[src/common/tlem_regs.svh]
// Purpose: offsets, fields and reset values of the travel limit monitor
// Assumes: apb with 32-bit words, byte addresses below
// Notes: Operation list follows
// Operation
// flag software limit when command enters region
// software check uses commanded, not measured, position
// command is measured plus error; overshoot ignored
// hardware limit detection works with servo off
// hardware check follows real sensor position
// one direction output opens on software entry
// scale direction setting swaps the direction outputs
// limit inputs default to normally closed
// unconnected limit input raises hardware warning
// exit-direction motion stays allowed during limit
// hardware warning latched until opposite motion
// hand turning opposite with servo off releases
// emergency stop: alarm, servo off, dynamic brake
// emergency alarm clears when input released
// emergency input defaults normally closed
// direction outputs closed outside software region
`ifndef TLEM_REGS_SVH
`define TLEM_REGS_SVH
`define TLEM_A_CTRL      8'h00
`define TLEM_A_STATUS    8'h04
`define TLEM_A_IRQ_STAT  8'h08
`define TLEM_A_IRQ_MASK  8'h0C
`define TLEM_A_SW_PLUS   8'h10
`define TLEM_A_SW_MINUS  8'h14
`define TLEM_A_CMD_POS   8'h18
`define TLEM_C_SDIR      0
`define TLEM_C_SERVO     1
`define TLEM_C_PPOL      2
`define TLEM_C_MPOL      3
`define TLEM_C_EPOL      4
`define TLEM_CTRL_W      5
`define TLEM_CTRL_RST    5'h00
`define TLEM_S_F2        0
`define TLEM_S_F3        1
`define TLEM_S_F4        2
`define TLEM_S_POUT      3
`define TLEM_S_MOUT      4
`define TLEM_S_SERVO     5
`define TLEM_S_HWP       6
`define TLEM_S_HWM       7
`define TLEM_IRQ_W       3
`define TLEM_SW_PLUS_RST 32'h7FFFFFFF
`define TLEM_SW_MIN_RST  32'h80000000
`endif

[src/common/tlem_pkg.sv]
// Purpose: shared types of the travel limit monitor
// Assumes: nothing beyond the register header
// Notes: side of entry for soft and hard limits
`default_nettype none
package tlem_pkg;
    typedef enum logic [1:0]
    {
        SIDE_NONE  = 2'b00,
        SIDE_PLUS  = 2'b01,
        SIDE_MINUS = 2'b10
    } tlem_side_t;
endpackage : tlem_pkg
`default_nettype wire

[src/logic/tlem_sync3.sv]
// Purpose: three-stage pin synchroniser with agreement filter
// Assumes: inputs asynchronous to clk_sys
// Notes: output rises only when stages two and three both read one and drops when either reads zero; resets to ones
`default_nettype none
module tlem_sync3 #(
    parameter int W = 3
) (
    // clock and reset
    input  wire logic         clk_sys,
    input  wire logic         rst,
    input  wire logic         ce,
    // pins and result
    input  wire logic [W-1:0] pin_in,
    output logic      [W-1:0] sync_out
);
    logic [W-1:0] s1_r;
    logic [W-1:0] s2_r;
    logic [W-1:0] s3_r;
    // stage one feeds stage two only
    always_ff @(posedge clk_sys)
    begin
        if (rst)
        begin
            // contacts read closed in reset, so no phantom trip gets latched
            s1_r     <= '1;
            s2_r     <= '1;
            s3_r     <= '1;
            sync_out <= '1;
        end
        else if (ce)
        begin
            s1_r     <= pin_in;
            s2_r     <= s1_r;
            s3_r     <= s2_r;
            sync_out <= (sync_out & ~(s2_r ^ s3_r)) | (s3_r & ~(s2_r ^ s3_r));
        end
    end
endmodule : tlem_sync3
`default_nettype wire

[src/logic/tlem_monitor.sv]
// Purpose: soft and hard travel limits plus emergency stop
// Assumes: position inputs on clk_sys; limit and stop pins async
// Notes: pin level 1 means contact closed
`include "tlem_regs.svh"
`default_nettype none
module tlem_monitor
    import tlem_pkg::*;
#(
    parameter int POS_W = 32
) (
    // clock, reset, enable
    input  wire logic             clk_sys,
    input  wire logic             rst,
    input  wire logic             ce,
    // apb slave
    input  wire logic             psel,
    input  wire logic             penable,
    input  wire logic             pwrite,
    input  wire logic [7:0]       paddr,
    input  wire logic [31:0]      pwdata,
    output logic      [31:0]      prdata,
    output logic                  pready,
    output logic                  pslverr,
    // position loop
    input  wire logic [POS_W-1:0] meas_pos,
    input  wire logic [POS_W-1:0] pos_err,
    // contact pins
    input  wire logic             plus_limit,
    input  wire logic             minus_limit,
    input  wire logic             emergency_stop_in,
    // outputs
    output logic                  plus_entry_flag_out,
    output logic                  minus_entry_flag_out,
    output logic                  sw_limit_warn,
    output logic                  hw_limit_warn,
    output logic                  estop_alarm,
    output logic                  servo_on,
    output logic                  dyn_brake,
    output logic                  move_plus_ok,
    output logic                  move_minus_ok,
    output logic                  irq
);
    logic [`TLEM_CTRL_W-1:0] ctrl_r;
    logic [`TLEM_IRQ_W-1:0]  istat_r;
    logic [`TLEM_IRQ_W-1:0]  imask_r;
    logic [POS_W-1:0]        sw_plus_r;
    logic [POS_W-1:0]        sw_minus_r;
    logic [POS_W-1:0]        cmd_r;
    logic [POS_W-1:0]        hw_pos_r;
    tlem_side_t              sw_side_r;
    tlem_side_t              sw_side_nxt;
    tlem_side_t              hw_side_r;
    tlem_side_t              hw_side_nxt;
    logic                    f4_r;
    logic                    pout_r;
    logic                    mout_r;
    logic [2:0]              pins_s;

    // pin synchronisers
    tlem_sync3 #(.W(3)) u_sync (
        .clk_sys  (clk_sys),
        .rst      (rst),
        .ce       (ce),
        .pin_in   ({emergency_stop_in, minus_limit, plus_limit}),
        .sync_out (pins_s)
    );

    // contact polarity: 0 is normally closed, so an open wire is active
    wire sdir    = ctrl_r[`TLEM_C_SDIR];
    wire plus_a  = pins_s[0] ^ ~ctrl_r[`TLEM_C_PPOL];
    wire minus_a = pins_s[1] ^ ~ctrl_r[`TLEM_C_MPOL];
    wire est_a   = pins_s[2] ^ ~ctrl_r[`TLEM_C_EPOL];

    // commanded position; overshoot of meas_pos alone is not seen
    wire [POS_W-1:0] cmd_pos = meas_pos + pos_err;
    wire sw_over_p = $signed(cmd_pos) > $signed(sw_plus_r);
    wire sw_over_m = $signed(cmd_pos) < $signed(sw_minus_r);
    wire sw_in     = sw_over_p | sw_over_m;

    // entry side held while command stays in the region
    always_comb
    begin
        sw_side_nxt = sw_side_r;
        if (!sw_in)
            sw_side_nxt = SIDE_NONE;
        else if (sw_side_r == SIDE_NONE)
            sw_side_nxt = sw_over_p ? SIDE_PLUS : SIDE_MINUS;
    end

    // scale direction swaps which output opens
    wire pout_nxt = (sw_side_nxt == SIDE_PLUS  && !sdir) ||
                    (sw_side_nxt == SIDE_MINUS &&  sdir);
    wire mout_nxt = (sw_side_nxt == SIDE_MINUS && !sdir) ||
                    (sw_side_nxt == SIDE_PLUS  &&  sdir);

    // hardware latch; released only by opposite motion off the sensor.
    // servo state is not looked at, so hand turning also releases.
    wire hw_rel_p = !plus_a  && $signed(meas_pos) < $signed(hw_pos_r);
    wire hw_rel_m = !minus_a && $signed(meas_pos) > $signed(hw_pos_r);

    always_comb
    begin
        hw_side_nxt = hw_side_r;
        unique case (hw_side_r)
            SIDE_NONE:
            begin
                if (plus_a)
                    hw_side_nxt = SIDE_PLUS;
                else if (minus_a)
                    hw_side_nxt = SIDE_MINUS;
            end
            SIDE_PLUS:
            begin
                // a still active far sensor takes over without a gap
                if (hw_rel_p)
                    hw_side_nxt = minus_a ? SIDE_MINUS : SIDE_NONE;
            end
            SIDE_MINUS:
            begin
                if (hw_rel_m)
                    hw_side_nxt = plus_a ? SIDE_PLUS : SIDE_NONE;
            end
            default:
                hw_side_nxt = SIDE_NONE;
        endcase
    end

    // last position seen with the sensor active; release needs motion back past it
    wire hw_track = (hw_side_nxt == SIDE_PLUS  && plus_a) ||
                    (hw_side_nxt == SIDE_MINUS && minus_a);

    always_ff @(posedge clk_sys)
    begin
        if (rst)
        begin
            sw_side_r <= SIDE_NONE;
            hw_side_r <= SIDE_NONE;
            hw_pos_r  <= '0;
            pout_r    <= 1'b0;
            mout_r    <= 1'b0;
            f4_r      <= 1'b0;
            cmd_r     <= '0;
        end
        else if (ce)
        begin
            sw_side_r <= sw_side_nxt;
            hw_side_r <= hw_side_nxt;
            if (hw_track)
                hw_pos_r <= meas_pos;
            pout_r    <= pout_nxt;
            mout_r    <= mout_nxt;
            f4_r      <= est_a;
            cmd_r     <= cmd_pos;
        end
    end

    // outputs
    assign sw_limit_warn        = sw_side_r != SIDE_NONE;
    assign hw_limit_warn        = hw_side_r != SIDE_NONE;
    assign plus_entry_flag_out  = pout_r;
    assign minus_entry_flag_out = mout_r;
    assign estop_alarm          = f4_r;
    // stop wins over the software servo request
    assign servo_on             = ctrl_r[`TLEM_C_SERVO] && !f4_r;
    assign dyn_brake            = f4_r;
    // only the move back out of the entered side is left open
    assign move_plus_ok  = hw_side_r != SIDE_PLUS;
    assign move_minus_ok = hw_side_r != SIDE_MINUS;

    // interrupt events on rising warnings and on the rising stop alarm
    wire [`TLEM_IRQ_W-1:0] ev = {est_a && !f4_r,
                                 hw_side_nxt != SIDE_NONE && !hw_limit_warn,
                                 sw_in && !sw_limit_warn};

    // apb decode; zero wait states, ce stalls the access phase
    wire acc   = psel && penable && ce;
    wire wr    = acc && pwrite;
    wire a_ctl = paddr == `TLEM_A_CTRL;
    wire a_st  = paddr == `TLEM_A_STATUS;
    wire a_is  = paddr == `TLEM_A_IRQ_STAT;
    wire a_im  = paddr == `TLEM_A_IRQ_MASK;
    wire a_sp  = paddr == `TLEM_A_SW_PLUS;
    wire a_sm  = paddr == `TLEM_A_SW_MINUS;
    wire a_cp  = paddr == `TLEM_A_CMD_POS;
    wire a_ok  = a_ctl | a_st | a_is | a_im | a_sp | a_sm | a_cp;
    wire [`TLEM_IRQ_W-1:0] w1c = (wr && a_is) ? pwdata[`TLEM_IRQ_W-1:0] : '0;

    wire [7:0] status_w = {hw_side_r == SIDE_MINUS, hw_side_r == SIDE_PLUS,
                           servo_on, mout_r, pout_r, f4_r,
                           hw_limit_warn, sw_limit_warn};

    assign pready  = ce;
    assign pslverr = psel && penable && !a_ok;
    assign irq     = |(istat_r & imask_r);

    always_ff @(posedge clk_sys)
    begin
        if (rst)
        begin
            ctrl_r     <= `TLEM_CTRL_RST;
            imask_r    <= '0;
            istat_r    <= '0;
            sw_plus_r  <= POS_W'(`TLEM_SW_PLUS_RST);
            sw_minus_r <= POS_W'(`TLEM_SW_MIN_RST);
        end
        else if (ce)
        begin
            // set wins over a clear in the same cycle
            istat_r <= (istat_r & ~w1c) | ev;
            if (wr && a_ctl)
                ctrl_r <= pwdata[`TLEM_CTRL_W-1:0];
            if (wr && a_im)
                imask_r <= pwdata[`TLEM_IRQ_W-1:0];
            if (wr && a_sp)
                sw_plus_r <= pwdata[POS_W-1:0];
            if (wr && a_sm)
                sw_minus_r <= pwdata[POS_W-1:0];
        end
    end

    // read data registered on the setup-phase edge, one edge before access ends
    wire [31:0] rd_w = a_ctl ? {27'h0, ctrl_r} :
                       a_st  ? {24'h0, status_w} :
                       a_is  ? {29'h0, istat_r} :
                       a_im  ? {29'h0, imask_r} :
                       a_sp  ? 32'(sw_plus_r) :
                       a_sm  ? 32'(sw_minus_r) :
                       a_cp  ? 32'(cmd_r) : 32'h0;

    always_ff @(posedge clk_sys)
    begin
        if (rst)
            prdata <= 32'h0;
        else if (ce && psel && !penable)
            prdata <= rd_w;
    end
endmodule : tlem_monitor
`default_nettype wire

[config.mk]
export PLATFORM = sky130hd
export DESIGN_NAME = tlem_monitor
export DESIGN_NICKNAME = d
export VERILOG_FILES = /design/src/common/tlem_pkg.sv /design/src/logic/tlem_sync3.sv /design/src/logic/tlem_monitor.sv
export VERILOG_INCLUDE_DIRS = /design/src /design/src/common
export SDC_FILE = /design/constraint.sdc
export NUM_CORES = 1
export LEC_CHECK = 0
export ABC_CLOCK_PERIOD_IN_PS = 13400
export BUFFER_PORTS_ARGS = -buffer_cell sky130_fd_sc_hd__buf_4
export CAP_MARGIN = 20
export CORE_MARGIN = 3
export CORE_UTILIZATION = 63
export CTS_CLUSTER_SIZE = 8
export DETAILED_ROUTE_END_ITERATION = 7
export GPL_TIMING_DRIVEN = 0
export HOLD_SLACK_MARGIN = 0.05
export PLACE_DENSITY = 0.95
export SYNTH_ARGS = -nofsm -noshare
export SYNTH_HDL_FRONTEND = slang
export SYNTH_SLANG_ARGS = --single-unit
[constraint.sdc]
create_clock -name clk_sys -period 13.4 [get_ports clk_sys]
set_input_delay 0.67 -clock clk_sys [delete_from_list [all_inputs] [get_ports clk_sys]]
set_output_delay 0.67 -clock clk_sys [all_outputs]
set_load 0.02 [all_outputs]
==> qor.csv <==
metric;value;unit
status;finished, violations left;
failing checks;DRC;
Worst EP required;13750;ps
CP Capture Type;flop;
design area;13600;sq um
Hold Buf Count CTS;0;
crit path buf inv count;2;
CTS Buf Count;17;
sequential element share of the synthesized area;32.7;%
Final Max Slew Viols;0;
FF+latch count, synth;190;
core area;18000;sq um
Mapped Nets;1627;
share of cells above drive strength 1;14.0;%
Fillers;1238;
Worst EP arrival;5820;ps
Initial DRC Count;1754;
clk slew on worst S/H paths;70;ps
final net count;1799;
met2 Resource Use GR;58.9;%
largest net degree at the start of global routing;17;
via density per instance;6.53;
DR pass1 iterations;8;
Mapped Area;11600;sq um
commonest non-fill, non-tap cells in the layout;dfxtp_1 (190), nor2_1 (175), buf_4 (154), nand2_1 (140), ha_1 (129);
die area;20100;sq um
Leakage;0.00596;uW
WL final;37400;um
grt peak-use layer;met2;
Layout Area Growth over Synthesis;17.1;%
number of enable flip-flop cells after synthesis;0;
# rows;49;
GR Util met1;44.8;%
most common cell after layout, fill and taps aside;dfxtp_1;
critical path peak fanout;6;
Max clock buf depth;2;
via count;11700;
drt wl/cell;20.8;um
fraction of registers with async set or reset after synthesis;0;%
starting density of the core;64.5;%
Reg area;3800;sq um
Worst Skew;7.14;ps
grt ovf;0;
yosys warns;0;
setup bufs post-CTS;0;
WHS;430;ps
CP top delay family;simple AND/OR/NAND/NOR gates;
Sink Count;190;
critical path's largest stage delay;600;ps
Period minus WS final;5470;ps
pwr dens;110;nW/um^2
crit-path cells;buf_4 > ha_1 > inv_1 > fa_1 > nor2b_1 > o31ai_2 > a21oi_1 > o22a_1 > a21oi_4 > o21bai_1 > nor2b_1 > nor2_1 > xnor2_1 > ha_1 > nand4_1 > or4_1 > nor3_2 > o22ai_1 > a31o_1 > o211a_2 > or2_1 > a32oi_1 > o21ai_1;
HP Class;primary input to flop;
post-CTS sizing;0;
top-level I/O count;157;
ANT cells;0;
setup_tns;0;ps
final setup vio count;0;
Slew HR;24.0;%
Final Non-Filler Cells;1797;
ys flop type;dfxtp_1;
I/O Buffers;152;
startpoint class of the critical path;primary input;
DP Wirelength;27200;um
maxcap violations;0;
FMAX;0.183;GHz
syn avg cell area;8.40;sq um
post-layout util;75.5;%
RSZ-0062 raised after global routing;no;
drt drc;10;
RePlAce Congestion;0.986;
DIE WIDTH;142;um
first-pass GRT wire length;57800;um
period utilization;40.8;%
Die H;142;um
R2R Setup Slk;9940;ps
initial antenna violation count;0;
number of global-route vias before repair;11400;
CP Class;primary input to flop;
CTS H-tree lvls;4;
area of placed instances;13100;sq um
gr usage total;36.2;%
Final Hold Vio Count;0;
measured slew at the worst slew-check pin;1140;ps
placed insts;1766;
Clk Latency, worst-skew pair;450;ps
multi-input logic area;7040;sq um
Yosys cell types;82;
root buffer cell;clkbuf_16;
Synth Instances;1384;
CTS tree;yes;
grt met3 use;7.79;%
crit path max-delay cell type;or4_1;
maximum vdd drop;0.107;mV
antenna viol nets, final;0;
[path summary, 6_finish.rpt]
path | from | to | cells past startpoint
min | pwdata[24] | sw_plus_r[24]$_SDFFE_PP1P_ | 2
max reg2reg | hw_pos_r[31]$_SDFFE_PP0P_ | hw_pos_r[14]$_SDFFE_PP0P_ | 12
min reg2reg | cmd_r[7]$_SDFFE_PP0P_ | cmd_r[7]$_SDFFE_PP0P_ | 2
max | meas_pos[0] | minus_entry_flag_out$_SDFFE_PP0P_ | 23
[registers in the layout, indices dropped and copies added (netlist names), 5 cells and up]
register and cells:
cmd_r 32, ctrl_r 5, hw_pos_r 32, prdata 32, sw_minus_r 32, sw_plus_r 32
[synth_stat cells (4+ instances only)]
cell type	n	area [sq um]
o21bai_1	4	30.0
a211oi_1	34	255
nor3_1	19	95.1
a31oi_1	8	50.1
and2_1	12	75.1
ha_1	129	1610
nor3b_1	4	30.0
mux2i_1	63	631
a311oi_1	4	35.0
nand2b_1	7	43.8
o211ai_1	11	82.6
clkbuf_1	62	233
o21ai_1	7	35.0
o21ai_0	36	180
xor2_1	11	96.3
a211o_1	40	350
a21o_1	17	128
a222oi_1	29	290
o21a_1	6	45.0
inv_1	120	450
nand4_1	19	119
dfxtp_1	190	3800
a22oi_1	7	52.6
nor2b_1	13	81.3
nor2_1	175	657
a22o_1	6	52.6
a21oi_1	91	455
nand2_1	140	526
a221oi_1	5	43.8
xnor2_1	20	175
and3_1	5	31.3
nand3_1	16	80.1
[kinds of logic (layout without fill, tap and decap cells)]
| kind of cell | count (synthesis) | in the layout | share of synthesized area, % |
|---|---|---|---|
| DFF | 190 | 190 | 32.7 |
| adders and majority gates | 130 | 130 | 14.1 |
| and+or+nand+nor | 434 | 434 | 16.8 |
| AOI/OAI and AO/OA | 343 | 343 | 21.6 |
| muxes | 66 | 66 | 5.72 |
| xor gates and xnor gates | 31 | 31 | 2.34 |
| buffers and inverters | 190 | 374 | 6.71 |
[metal layers]
layer  wire [um]  vias to the layer above
met3        4660                      192
li1            -                     5279
met2       17200                      853
met1       13600                     5402
met4        1980                        0
met5           0                        -
[cell type report]
cell class | instances | area share, %
timing repair buffer | 153 | 8.42
tap | 229 | 2.11
clock buffer | 20 | 3.28
inverter | 120 | 3.31
multi-input combinational | 1004 | 51.7
buffer | 70 | 2.42
clock inverter | 11 | 0.800
sequential | 190 | 27.9
[metrics by stage]
stage                     setup WS, ps  power [uW]
after floorplan                   8630         862
after global placement            7840         971
after detailed placement          7710         987
after CTS                         8090        1480
after global routing              7820        1550
final                             7930        1500
[worst register-to-register path: stages (launching register included)]
cell      delay (ps)
dfxtp_1          340
inv_1             60
ha_1             310
nand4_1          200
nor4_2           520
a221oi_1         170
a21boi_1         380
o41ai_2          160
and2_4           190
o21ai_4          450
buf_12           220
mux2i_1          260
nor2_1            70
[report_power, final]
group	internal [uW]	switching, uW
combinational	159	229
sequential	591	18.7
clock	262	240
(Power assumes the default switching activity.)
